$ cat config.mk
export PLATFORM = sky130hd
export DESIGN_NAME = pcn_ctrl
export DESIGN_NICKNAME = d
export VERILOG_FILES = /design/src/verilog/pcn_pkg.sv /design/src/verilog/pcn_alias_reg.sv /design/src/verilog/pcn_ctrl.sv
export SDC_FILE = /design/constraint.sdc
export NUM_CORES = 1
export LEC_CHECK = 0
export ABC_CLOCK_PERIOD_IN_PS = 4400
export BUFFER_PORTS_ARGS = -buffer_cell sky130_fd_sc_hd__buf_2
export CAP_MARGIN = 20
export CORE_ASPECT_RATIO = 1.1
export CORE_UTILIZATION = 50
export CTS_CLUSTER_SIZE = 25
export DETAILED_ROUTE_END_ITERATION = 12
export GPL_TIMING_DRIVEN = 0
export PLACE_DENSITY_LB_ADDON = 0.25
export SYNTH_ARGS = -nofsm -noshare
export SYNTH_HDL_FRONTEND = slang
export SYNTH_SLANG_ARGS = --single-unit
$ cat constraint.sdc
create_clock -name pclk -period 4.4 [get_ports pclk]
set_input_delay 1.1 -clock pclk [delete_from_list [all_inputs] [get_ports pclk]]
set_output_delay 1.1 -clock pclk [all_outputs]
set_load 0.02 [all_outputs]
$ cat src/verilog/pcn_pkg.sv
// ****************************************************************************
// Register map and constants for the pin change notice / pull-up block
// ****************************************************************************
package pcn_pkg;

    // ************************************************************************
    // Widths
    // ************************************************************************
    localparam int          NUM_PINS      = 22;              // Implemented pins
    localparam int          DATA_W        = 32;              // APB data width
    localparam int          ADDR_W        = 8;               // Decoded address width
    localparam int          SYNC_STAGES   = 2;               // Pin synchroniser depth

    // ************************************************************************
    // Register offsets (byte addresses)
    // ************************************************************************
    localparam logic [7:0]  OFS_CNE       = 8'h00;           // change_notice_enable
    localparam logic [7:0]  OFS_CNE_CLR   = 8'h04;           // change_notice_enable_clear
    localparam logic [7:0]  OFS_CNE_SET   = 8'h08;           // change_notice_enable_set
    localparam logic [7:0]  OFS_CNE_INV   = 8'h0C;           // change_notice_enable_invert
    localparam logic [7:0]  OFS_PUE       = 8'h10;           // pullup_enable
    localparam logic [7:0]  OFS_PUE_CLR   = 8'h14;           // pullup_enable_clear
    localparam logic [7:0]  OFS_PUE_SET   = 8'h18;           // pullup_enable_set
    localparam logic [7:0]  OFS_PUE_INV   = 8'h1C;           // pullup_enable_invert
    localparam logic [7:0]  OFS_IRQ_STAT  = 8'h20;           // Change status, write one to clear
    localparam logic [7:0]  OFS_IRQ_MASK  = 8'h24;           // Change interrupt mask

    // ************************************************************************
    // Reset values and masks
    // ************************************************************************
    localparam logic [21:0] RST_CNE       = 22'h000000;      // Enable reset value
    localparam logic [21:0] RST_PUE       = 22'h000000;      // Pull-up reset value
    localparam logic [21:0] RST_STAT      = 22'h000000;      // Status reset value
    localparam logic [21:0] RST_MASK      = 22'h000000;      // Mask reset value
    localparam logic [31:0] ALIAS_RDATA   = 32'h00000000;    // Read value of aliases

    // ************************************************************************
    // Write operation kinds
    // ************************************************************************
    typedef enum logic [1:0]
    {
        PCN_OP_WRITE = 2'b00,
        PCN_OP_CLR   = 2'b01,
        PCN_OP_SET   = 2'b11,
        PCN_OP_INV   = 2'b10
    } pcn_op_e;

endpackage

$ cat src/verilog/pcn_alias_reg.sv
`timescale 1ns/100ps
// ****************************************************************************
// One 22-bit register with plain, clear, set and invert write paths
// ****************************************************************************
module pcn_alias_reg
(
    // Clock and reset
    input  wire logic                 pclk,
    input  wire logic                 presetn,
    // Write request
    input  wire logic                 wr_en,
    input  wire pcn_pkg::pcn_op_e     wr_op,
    input  wire logic [31:0]          wr_data,
    // Stored value
    output logic [21:0]               value
);

    // Only implemented positions are ever touched
    logic [21:0] wr_bits;   // Low field of the written word
    logic [21:0] next_value;

    assign wr_bits = wr_data[21:0];

    // ************************************************************************
    // Next value per operation
    // ************************************************************************
    always_comb
    begin
        case (wr_op)
            // Plain write loads every implemented bit
            pcn_pkg::PCN_OP_WRITE: next_value = wr_bits;
            // Ones clear, zeros keep
            pcn_pkg::PCN_OP_CLR:   next_value = value & ~wr_bits;
            // Ones set, zeros keep
            pcn_pkg::PCN_OP_SET:   next_value = value | wr_bits;
            // Ones toggle, zeros keep
            pcn_pkg::PCN_OP_INV:   next_value = value ^ wr_bits;
            default:               next_value = value;
        endcase
    end

    // ************************************************************************
    // Storage
    // ************************************************************************
    always_ff @(posedge pclk or negedge presetn)
    begin
        if (!presetn)
        begin
            value <= pcn_pkg::RST_CNE;
        end
        else if (wr_en)
        begin
            value <= next_value;
        end
    end

endmodule

$ cat src/verilog/pcn_ctrl.sv
`timescale 1ns/100ps
// Overview of operation
// Bits 31..22 reserved; write zero, read zero
// Input pin: enable bit turns detection on
// Output pin: enable bit ignored, no notice
// Enable clear alias clears written ones
// Enable set alias sets written ones
// Enable invert alias toggles written ones
// Written zeros leave target bits unchanged
// Aliases never touch reserved bit positions
// Alias reads undefined; read base register
// Input pin: pull-up bit drives weak pull-up
// Software keeps output pin pull-ups zero
// Pull-up clear alias clears written ones
// Pull-up set alias sets written ones
// Pull-up invert alias toggles written ones
// All enable and pull-up bits reset zero
module pcn_ctrl
(
    // APB slave
    input  wire logic                 pclk,
    input  wire logic                 presetn,
    input  wire logic                 psel,
    input  wire logic                 penable,
    input  wire logic                 pwrite,
    input  wire logic [7:0]           paddr,
    input  wire logic [31:0]          pwdata,
    output logic [31:0]               prdata,
    output logic                      pready,
    output logic                      pslverr,
    // Port pins
    input  wire logic [21:0]          pin_in,
    input  wire logic [21:0]          port_direction_bits,
    // Pin control outputs
    output logic [21:0]               pin_pullup_on,
    output logic [21:0]               pin_change_seen,
    // Interrupt
    output logic                      irq
);

    // ************************************************************************
    // Declarations
    // ************************************************************************
    logic [21:0]        change_notice_enable;  // Stored enable bits
    logic [21:0]        pullup_enable;         // Stored pull-up bits
    logic [21:0]        pin_sync1;             // First synchroniser stage
    logic [21:0]        pin_sync2;             // Second synchroniser stage
    logic [21:0]        pin_prev;              // Last sampled pin level
    logic [21:0]        change_event;          // Per-pin change this cycle
    logic [21:0]        irq_status;            // Sticky change flags
    logic [21:0]        irq_mask;              // Interrupt mask
    logic [21:0]        next_irq_status;       // Status next value
    logic               wr_access;             // Write access phase
    logic               rd_access;             // Read setup phase
    logic               addr_hit;              // Address is mapped
    logic               cne_wr;                // Enable register group hit
    logic               pue_wr;                // Pull-up register group hit
    pcn_pkg::pcn_op_e   wr_op;                 // Alias operation
    logic [31:0]        next_prdata;           // Read mux

    // ************************************************************************
    // APB decode
    // ************************************************************************
    // Zero wait states, so pready is always high
    assign pready    = 1'b1;
    assign wr_access = psel & penable & pwrite;
    assign rd_access = psel & ~penable & ~pwrite;

    // Address bits 3:2 pick the alias kind inside each group
    always_comb
    begin
        case (paddr[3:2])
            2'b00:   wr_op = pcn_pkg::PCN_OP_WRITE;
            2'b01:   wr_op = pcn_pkg::PCN_OP_CLR;
            2'b10:   wr_op = pcn_pkg::PCN_OP_SET;
            2'b11:   wr_op = pcn_pkg::PCN_OP_INV;
            default: wr_op = pcn_pkg::PCN_OP_WRITE;
        endcase
    end

    // Group selection on the upper offset bits
    assign cne_wr   = wr_access && (paddr[7:4] == pcn_pkg::OFS_CNE[7:4]) && (paddr[1:0] == 2'b00);
    assign pue_wr   = wr_access && (paddr[7:4] == pcn_pkg::OFS_PUE[7:4]) && (paddr[1:0] == 2'b00);

    // Mapped addresses
    always_comb
    begin
        case (paddr)
            pcn_pkg::OFS_CNE, pcn_pkg::OFS_CNE_CLR, pcn_pkg::OFS_CNE_SET,
            pcn_pkg::OFS_CNE_INV, pcn_pkg::OFS_PUE, pcn_pkg::OFS_PUE_CLR,
            pcn_pkg::OFS_PUE_SET, pcn_pkg::OFS_PUE_INV, pcn_pkg::OFS_IRQ_STAT,
            pcn_pkg::OFS_IRQ_MASK: addr_hit = 1'b1;
            default:               addr_hit = 1'b0;
        endcase
    end

    // Unmapped addresses answer with an error
    assign pslverr = psel & penable & ~addr_hit;

    // ************************************************************************
    // Enable and pull-up registers
    // ************************************************************************
    pcn_alias_reg u_cne_reg
    (
        .pclk    (pclk),
        .presetn (presetn),
        .wr_en   (cne_wr),
        .wr_op   (wr_op),
        .wr_data (pwdata),
        .value   (change_notice_enable)
    );

    pcn_alias_reg u_pue_reg
    (
        .pclk    (pclk),
        .presetn (presetn),
        .wr_en   (pue_wr),
        .wr_op   (wr_op),
        .wr_data (pwdata),
        .value   (pullup_enable)
    );

    // ************************************************************************
    // Pull-up drive: only on input pins
    // ************************************************************************
    // Direction bit one marks an input
    assign pin_pullup_on = pullup_enable & port_direction_bits;

    // ************************************************************************
    // Pin synchroniser and change detect
    // ************************************************************************
    always_ff @(posedge pclk or negedge presetn)
    begin
        if (!presetn)
        begin
            pin_sync1 <= 22'h000000;
            pin_sync2 <= 22'h000000;
            pin_prev  <= 22'h000000;
        end
        else
        begin
            pin_sync1 <= pin_in;
            pin_sync2 <= pin_sync1;
            pin_prev  <= pin_sync2;
        end
    end

    // Per-pin gating by enable and direction
    genvar gi;
    generate
        for (gi = 0; gi < pcn_pkg::NUM_PINS; gi++)
        begin : g_pin
            // Output pins never raise a notice
            assign change_event[gi] = (pin_sync2[gi] ^ pin_prev[gi])
                                      & change_notice_enable[gi]
                                      & port_direction_bits[gi];
        end
    endgenerate

    // Registered copy of the per-pin change strobe
    always_ff @(posedge pclk or negedge presetn)
    begin
        if (!presetn)
        begin
            pin_change_seen <= 22'h000000;
        end
        else
        begin
            pin_change_seen <= change_event;
        end
    end

    // ************************************************************************
    // Interrupt status and mask
    // ************************************************************************
    // A new event wins over a write-one clear in the same cycle
    always_comb
    begin
        next_irq_status = irq_status;
        if (wr_access && (paddr == pcn_pkg::OFS_IRQ_STAT))
        begin
            next_irq_status = next_irq_status & ~pwdata[21:0];
        end
        next_irq_status = next_irq_status | change_event;
    end

    always_ff @(posedge pclk or negedge presetn)
    begin
        if (!presetn)
        begin
            irq_status <= pcn_pkg::RST_STAT;
        end
        else
        begin
            irq_status <= next_irq_status;
        end
    end

    always_ff @(posedge pclk or negedge presetn)
    begin
        if (!presetn)
        begin
            irq_mask <= pcn_pkg::RST_MASK;
        end
        else if (wr_access && (paddr == pcn_pkg::OFS_IRQ_MASK))
        begin
            irq_mask <= pwdata[21:0];
        end
    end

    // Level interrupt while any unmasked flag stands
    assign irq = |(irq_status & irq_mask);

    // ************************************************************************
    // Read data
    // ************************************************************************
    // Upper ten bits always read zero; aliases read a fixed value
    always_comb
    begin
        case (paddr)
            pcn_pkg::OFS_CNE:      next_prdata = {10'h000, change_notice_enable};
            pcn_pkg::OFS_PUE:      next_prdata = {10'h000, pullup_enable};
            pcn_pkg::OFS_IRQ_STAT: next_prdata = {10'h000, irq_status};
            pcn_pkg::OFS_IRQ_MASK: next_prdata = {10'h000, irq_mask};
            default:               next_prdata = pcn_pkg::ALIAS_RDATA;
        endcase
    end

    // Read data captured in setup, stable through access
    always_ff @(posedge pclk or negedge presetn)
    begin
        if (!presetn)
        begin
            prdata <= 32'h00000000;
        end
        else if (rd_access)
        begin
            prdata <= next_prdata;
        end
    end

endmodule

; Word-level counts from Yosys, hierarchy flattened
; Cells that the tools add are included.
[op_classes]
n_addsub = 0
n_mul = 0
div = 0
order_cmp = 0
eq_ne = 16
shift = 0
mux = 6
bitwise = 85
n_reduce_logical = 13
[op_table]
columns = op, n
row1 = $pmux 22 s4, 3
row2 = $and 22x22->22, 5
row3 = $or 22x22->22, 3
row4 = $and 1x1->1, 49
row5 = $xor 22x22->22, 2
row6 = $eq 8x5->1 const B, 4
row7 = $mux 22, 1
row8 = $not 22->22, 1
row9 = $reduce_or 22->1, 1
row10 = $xor 1x1->1, 22
row11 = $eq 8x4->1 const B, 2
row12 = $eq 8x6->1 const B, 2
row13 = $reduce_or 10->1, 1
row14 = $eq 2x2->1 const B, 4
row15 = $eq 8x3->1 const B, 1
row16 = $logic_not 8->1, 1
row17 = $pmux 2 s4, 1
row18 = $logic_and 1x1->1, 6
row19 = $logic_not 2->1, 3
row20 = $eq 2x1->1 const B, 2
row21 = $eq 4x1->1 const B, 1
row22 = $logic_not 4->1, 1
row23 = $not 1->1, 3
row24 = $mux 1, 1
[word_totals]
register_bits = 208
latch_bits = 0
mem_bits_rw = 0
rom_bits = 0
in_bits = 89
output_inout_bits = 79
word_cells = 129
n_memories = 0

; Longest topological paths before layout
[logic_depth]
word_depth = 5
depth_mapped = 6
depth_no_buf = 6

; By module
; From an unflattened synthesis, not the netlist that was laid out.
[hier_totals]
hier_cells = 881
hier_area_um2 = 10483.8
[by_module_without_submodules]
columns = mod, n_inst, cells_each, area_each_um2, seq_area_each_um2
row1 = pcn_ctrl, 1, 449, 6060.8, 3853.7
row2 = pcn_alias_reg at u_pue_reg, 1, 215, 2361.0, 550.5
row3 = pcn_alias_reg at u_cne_reg, 1, 217, 2062.0, 550.5

; Worst setup path after synthesis
; Ideal clock, no wire load.
[synth_path]
path_kind = input port to output port
startpoint = input paddr[4]
endpoint = output pslverr
t_arrival_ns = 2.348
t_required_ns = 3.300
path_slack_ns = 0.952
path_stages = 5
path_buffers = 2
cell_sequence = buf_2 nor4b_4 buf_2 a21oi_1 o311a_1
[synth_between]
elab_chain_cells = 5
word_cells_on_any_way = 14
classes_between = eq/ne: 9 / mux: 1 / bitwise: 2 / reduce/logical: 2
[synth_rtl]
columns = item, line_no
row1 = from (decl), pcn_ctrl.sv:26  ; input wire logic [7:0] paddr,
row2 = $eq 8x6->1 (tied with other cells), pcn_ctrl.sv:88  ; case (paddr)
row3 = $reduce_or 10->1 (*), pcn_ctrl.sv:88
row4 = $mux 1 (*), pcn_ctrl.sv:88
row5 = $not 1->1 (*), pcn_ctrl.sv:98  ; assign pslverr = psel & penable & ~addr_hit;
row6 = $and 1x1->1 (*), pcn_ctrl.sv:98
row7 = to (decl), pcn_ctrl.sv:30  ; output logic pslverr,
; Mark *: on every way between the ends. The rest lies on a longest branch, timed or not.

; Worst setup path in the final report
[layout_path]
startpoint = input paddr[5]
endpoint = output pslverr
; The elaborated chain is that of the path after synthesis.

==> impl_results.md <==
- Syn Inst Count: between 800 and 900
- DR pass1 iterations: 6
- Multi-input gate area: approximately 0.0044 mm2
- Clk slew on worst S/H paths: 0.06 ns
- Num rows: 53
- Die width: roughly 140 um
- Max-slew violation count: 0
- Reg area: just under 0.005 mm2
- CP max-delay cell: clkbuf_1
- H-Tree Depth: 4
- Clock tree root buffer cell: clkbuf_16
- R2r setup slk: roughly 2.8 ns
- Fillcell total: around 1.6k
- Hold Path Class: register to register
- Startpoint Class: input pin
- # port buffers: ~150
- Drt total wl: 25.0 mm
- Tcrit/Tclk final: 0.899
- Total clock sinks: 198
- Cts hold-fix bufs: 0
- Share of layout cells above drive strength 1: 0.266
- Post-cts sizing count: 0
- Worst EP required: 3.30 ns
- RSZ-0062 raised after global routing: false
- Buffers and inverters on the worst path: 3
- Height of the die: between 150 and 200 um
- Critical path class: input pin to output port
- Hold_sp: pin_sync1[7]$_DFF_PN0_
- Total power: 4.11 mW
- Clock Path Buffers: 2
- Final Util: 0.608
- RePlAce Congestion: 0.832
- Final setup vio count: 0
- Post-layout min period: 3.95 ns
- Reg2reg end: u_pue_reg.value[20]$_DFFE_PN0P_
- Rel. slew slack: 0.478
- Detailed-route via count: 7225
- Fin nets: 1205
- Pre-CTS setup slack: 0.500 ns
- Worst IR drop on VDD: 0.292 mV
- Sequential share of the synthesized area: 0.497
- Initial core utilization: 0.517
- Final Hold Viols: 0
- Top-Level Pins: 168
- Run status: completed
- WL/cell: 19.4 um
- Vias in the first global route: 7147
- Setup tns final: 0 ns
- Setup ws final: 0.446 ns
- Initial antenna violation count: 1
- DR DRC count: 0
- Area Overhead vs Synth: 17.7%
- Seq cells post-synth: 198
- CP top delay family: buffers and inverters
- Area of the core: 0.0193 mm2
- CP Cell Sequence: buf_2 > nor3_2 > clkbuf_1 > a21oi_1 > o311a_1 > buf_2
- First-pass GRT wire length: ~39 mm
- R2R cell count: 5
- Vias per cell: 5.61
- Syn. warnings: 0
- Final Non-Filler Cells: roughly 1.3k
- Pin count of the biggest net entering global routing: 120
- Arrival @ worst endpoint: 2.85 ns
- Half-perimeter wire length after placement: 17.6 mm
- Die area: 0.0205 mm2
- Grt ovf: 0
- Num CTS Buffers: 17
- Crit end category: output port
- Distinct cells, synth: 37
- Post-CTS setup buffers: 0
- Inst Count DP: 1256
- Max stage delay on crit path: 0.51 ns
- Worst flop-to-flop path startpoint: u_pue_reg.value[20]$_DFFE_PN0P_
- Total GRT Usage: 0.260
- CP max FO: 10
- Power per cell area: 350 mW/mm2
- Clock Latency Late Sink: 0.44 ns
- Worst slew pin tran: between 0.7 and 0.8 ns
- CTS tree: done
- Top achievable clock speed: 0.253 GHz
- Post-DRT Antenna Nets: 0
- Worst Hold Depth: 0
- Leak pwr: 5.65 nW
- Worst Hold End: pin_sync2[7]$_DFF_PN0_
- Cell Area, Synth: 0.00997 mm2
- Number of max-cap violations: 0
- Avg Cell Area, Syn: approximately 12 um2
- Crit-path most repeated cell: buf_2
- Starting DRT DRC Count: 527
- Post-Route Skew: a little over 0.009 ns
==> placed cells by master (no fill, tap or decap), types with 23 or more instances in the layout <==
cell / Yosys / final
ha_1: 88 / 88
inv_1: 110 / 110
a22oi_1: 24 / 24
a21oi_1: 23 / 23
dfrtp_1: 198 / 198
buf_2: 18 / 162
nor2_1: 47 / 47
and3_1: 24 / 24
mux4_2: 44 / 44
nand2_1: 68 / 68
==> final cells by class <==
| cell class | count | share of cell area |
|---|---|---|
| antenna | 1 | 0.000213 |
| buffer | 48 | 0.0211 |
| clock buffer | 19 | 0.0386 |
| clock inverter | 11 | 0.0147 |
| inverter | 111 | 0.0355 |
| multi-input combinational | 505 | 0.374 |
| sequential | 198 | 0.422 |
| tap | 247 | 0.0263 |
| timing repair buffer | 147 | 0.0674 |
==> worst max-delay path by stage <==
stage / from / to / slack (ns) / cells past startpoint
finish: paddr[5] / pslverr / 0.45 / 6
global route: paddr[5] / pslverr / 0.41 / 6
CTS: paddr[5] / pslverr / 0.51 / 6
detailed placement: paddr[5] / pslverr / 0.50 / 6
global placement: presetn / pin_sync2[6]$_DFF_PN0_ / -1.11 / 1
floorplan: paddr[4] / pslverr / 0.95 / 5
==> through the flow <==
step | hold WS, ns | area, um2
final | 0.349 | 11700
after CTS | 0.351 | 11700
after detailed placement | 0.335 | 11100
after global routing | 0.357 | 11700
after global placement | 0.332 | 11000
after floorplan | 0.331 | 10000
==> registers in the layout (all words and copies together) (netlist names) <==
signal           count
prdata              22
irq_mask            22
pin_sync2           22
pin_prev            22
u_cne_reg.value     22
pin_change_seen     22
u_pue_reg.value     22
irq_status          22
pin_sync1           22
==> synthesized netlist by cell type, drive strengths merged <==
cell type / number / area [um2]
a221o: 22 / 220
a22oi: 24 / 180
a221oi: 4 / 35.0
a21oi: 23 / 115
buf: 31 / 184
clkbuf: 17 / 63.8
o21ai: 44 / 220
ha: 88 / 1100
o311a: 1 / 10.0
mux2: 21 / 236
xor2: 22 / 193
nor4b: 1 / 23.8
nand2: 68 / 255
nor2: 47 / 176
and4b: 1 / 10.0
nor4: 1 / 6.26
inv: 111 / 417
a211oi: 1 / 7.51
and2: 22 / 138
mux4: 44 / 991
conb: 2 / 7.51
mux2i: 1 / 10.0
dfrtp: 198 / 4950
a21o: 22 / 165
and3: 24 / 150
nand4: 4 / 31.3
and4: 1 / 8.76
nor3: 2 / 15.0
a22o: 4 / 35.0
o22a: 1 / 8.76
nand3: 1 / 5.00
==> routing by layer <==
layer | share of wire | vias up | global-route usage
li1 | - | 3258 | -
met2 | 0.47 | 296 | 0.400
met1 | 0.42 | 3621 | 0.355
met5 | 0 | - | 0
met4 | 0.032 | 0 | 0.117
met3 | 0.074 | 50 | 0.0572
==> where the power goes <==
group	leakage [nW]	switching [mW]	internal, mW
registers	2.26	0.0526	1.89
clock network	0.294	0.697	0.978
logic	3.10	0.272	0.217
total	5.65	1.02	3.09
==> logic make-up after synthesis <==
group	share of synthesized area
AOI/OAI and AO/OA	0.100
DFF	0.497
other	0.000753
adders and majority gates	0.110
and+or+nand+nor	0.0822
buffers and inverters	0.0666
xor gates and xnor gates	0.0193
muxes	0.124
No activity file was read; power rests on OpenSTA's default activity.
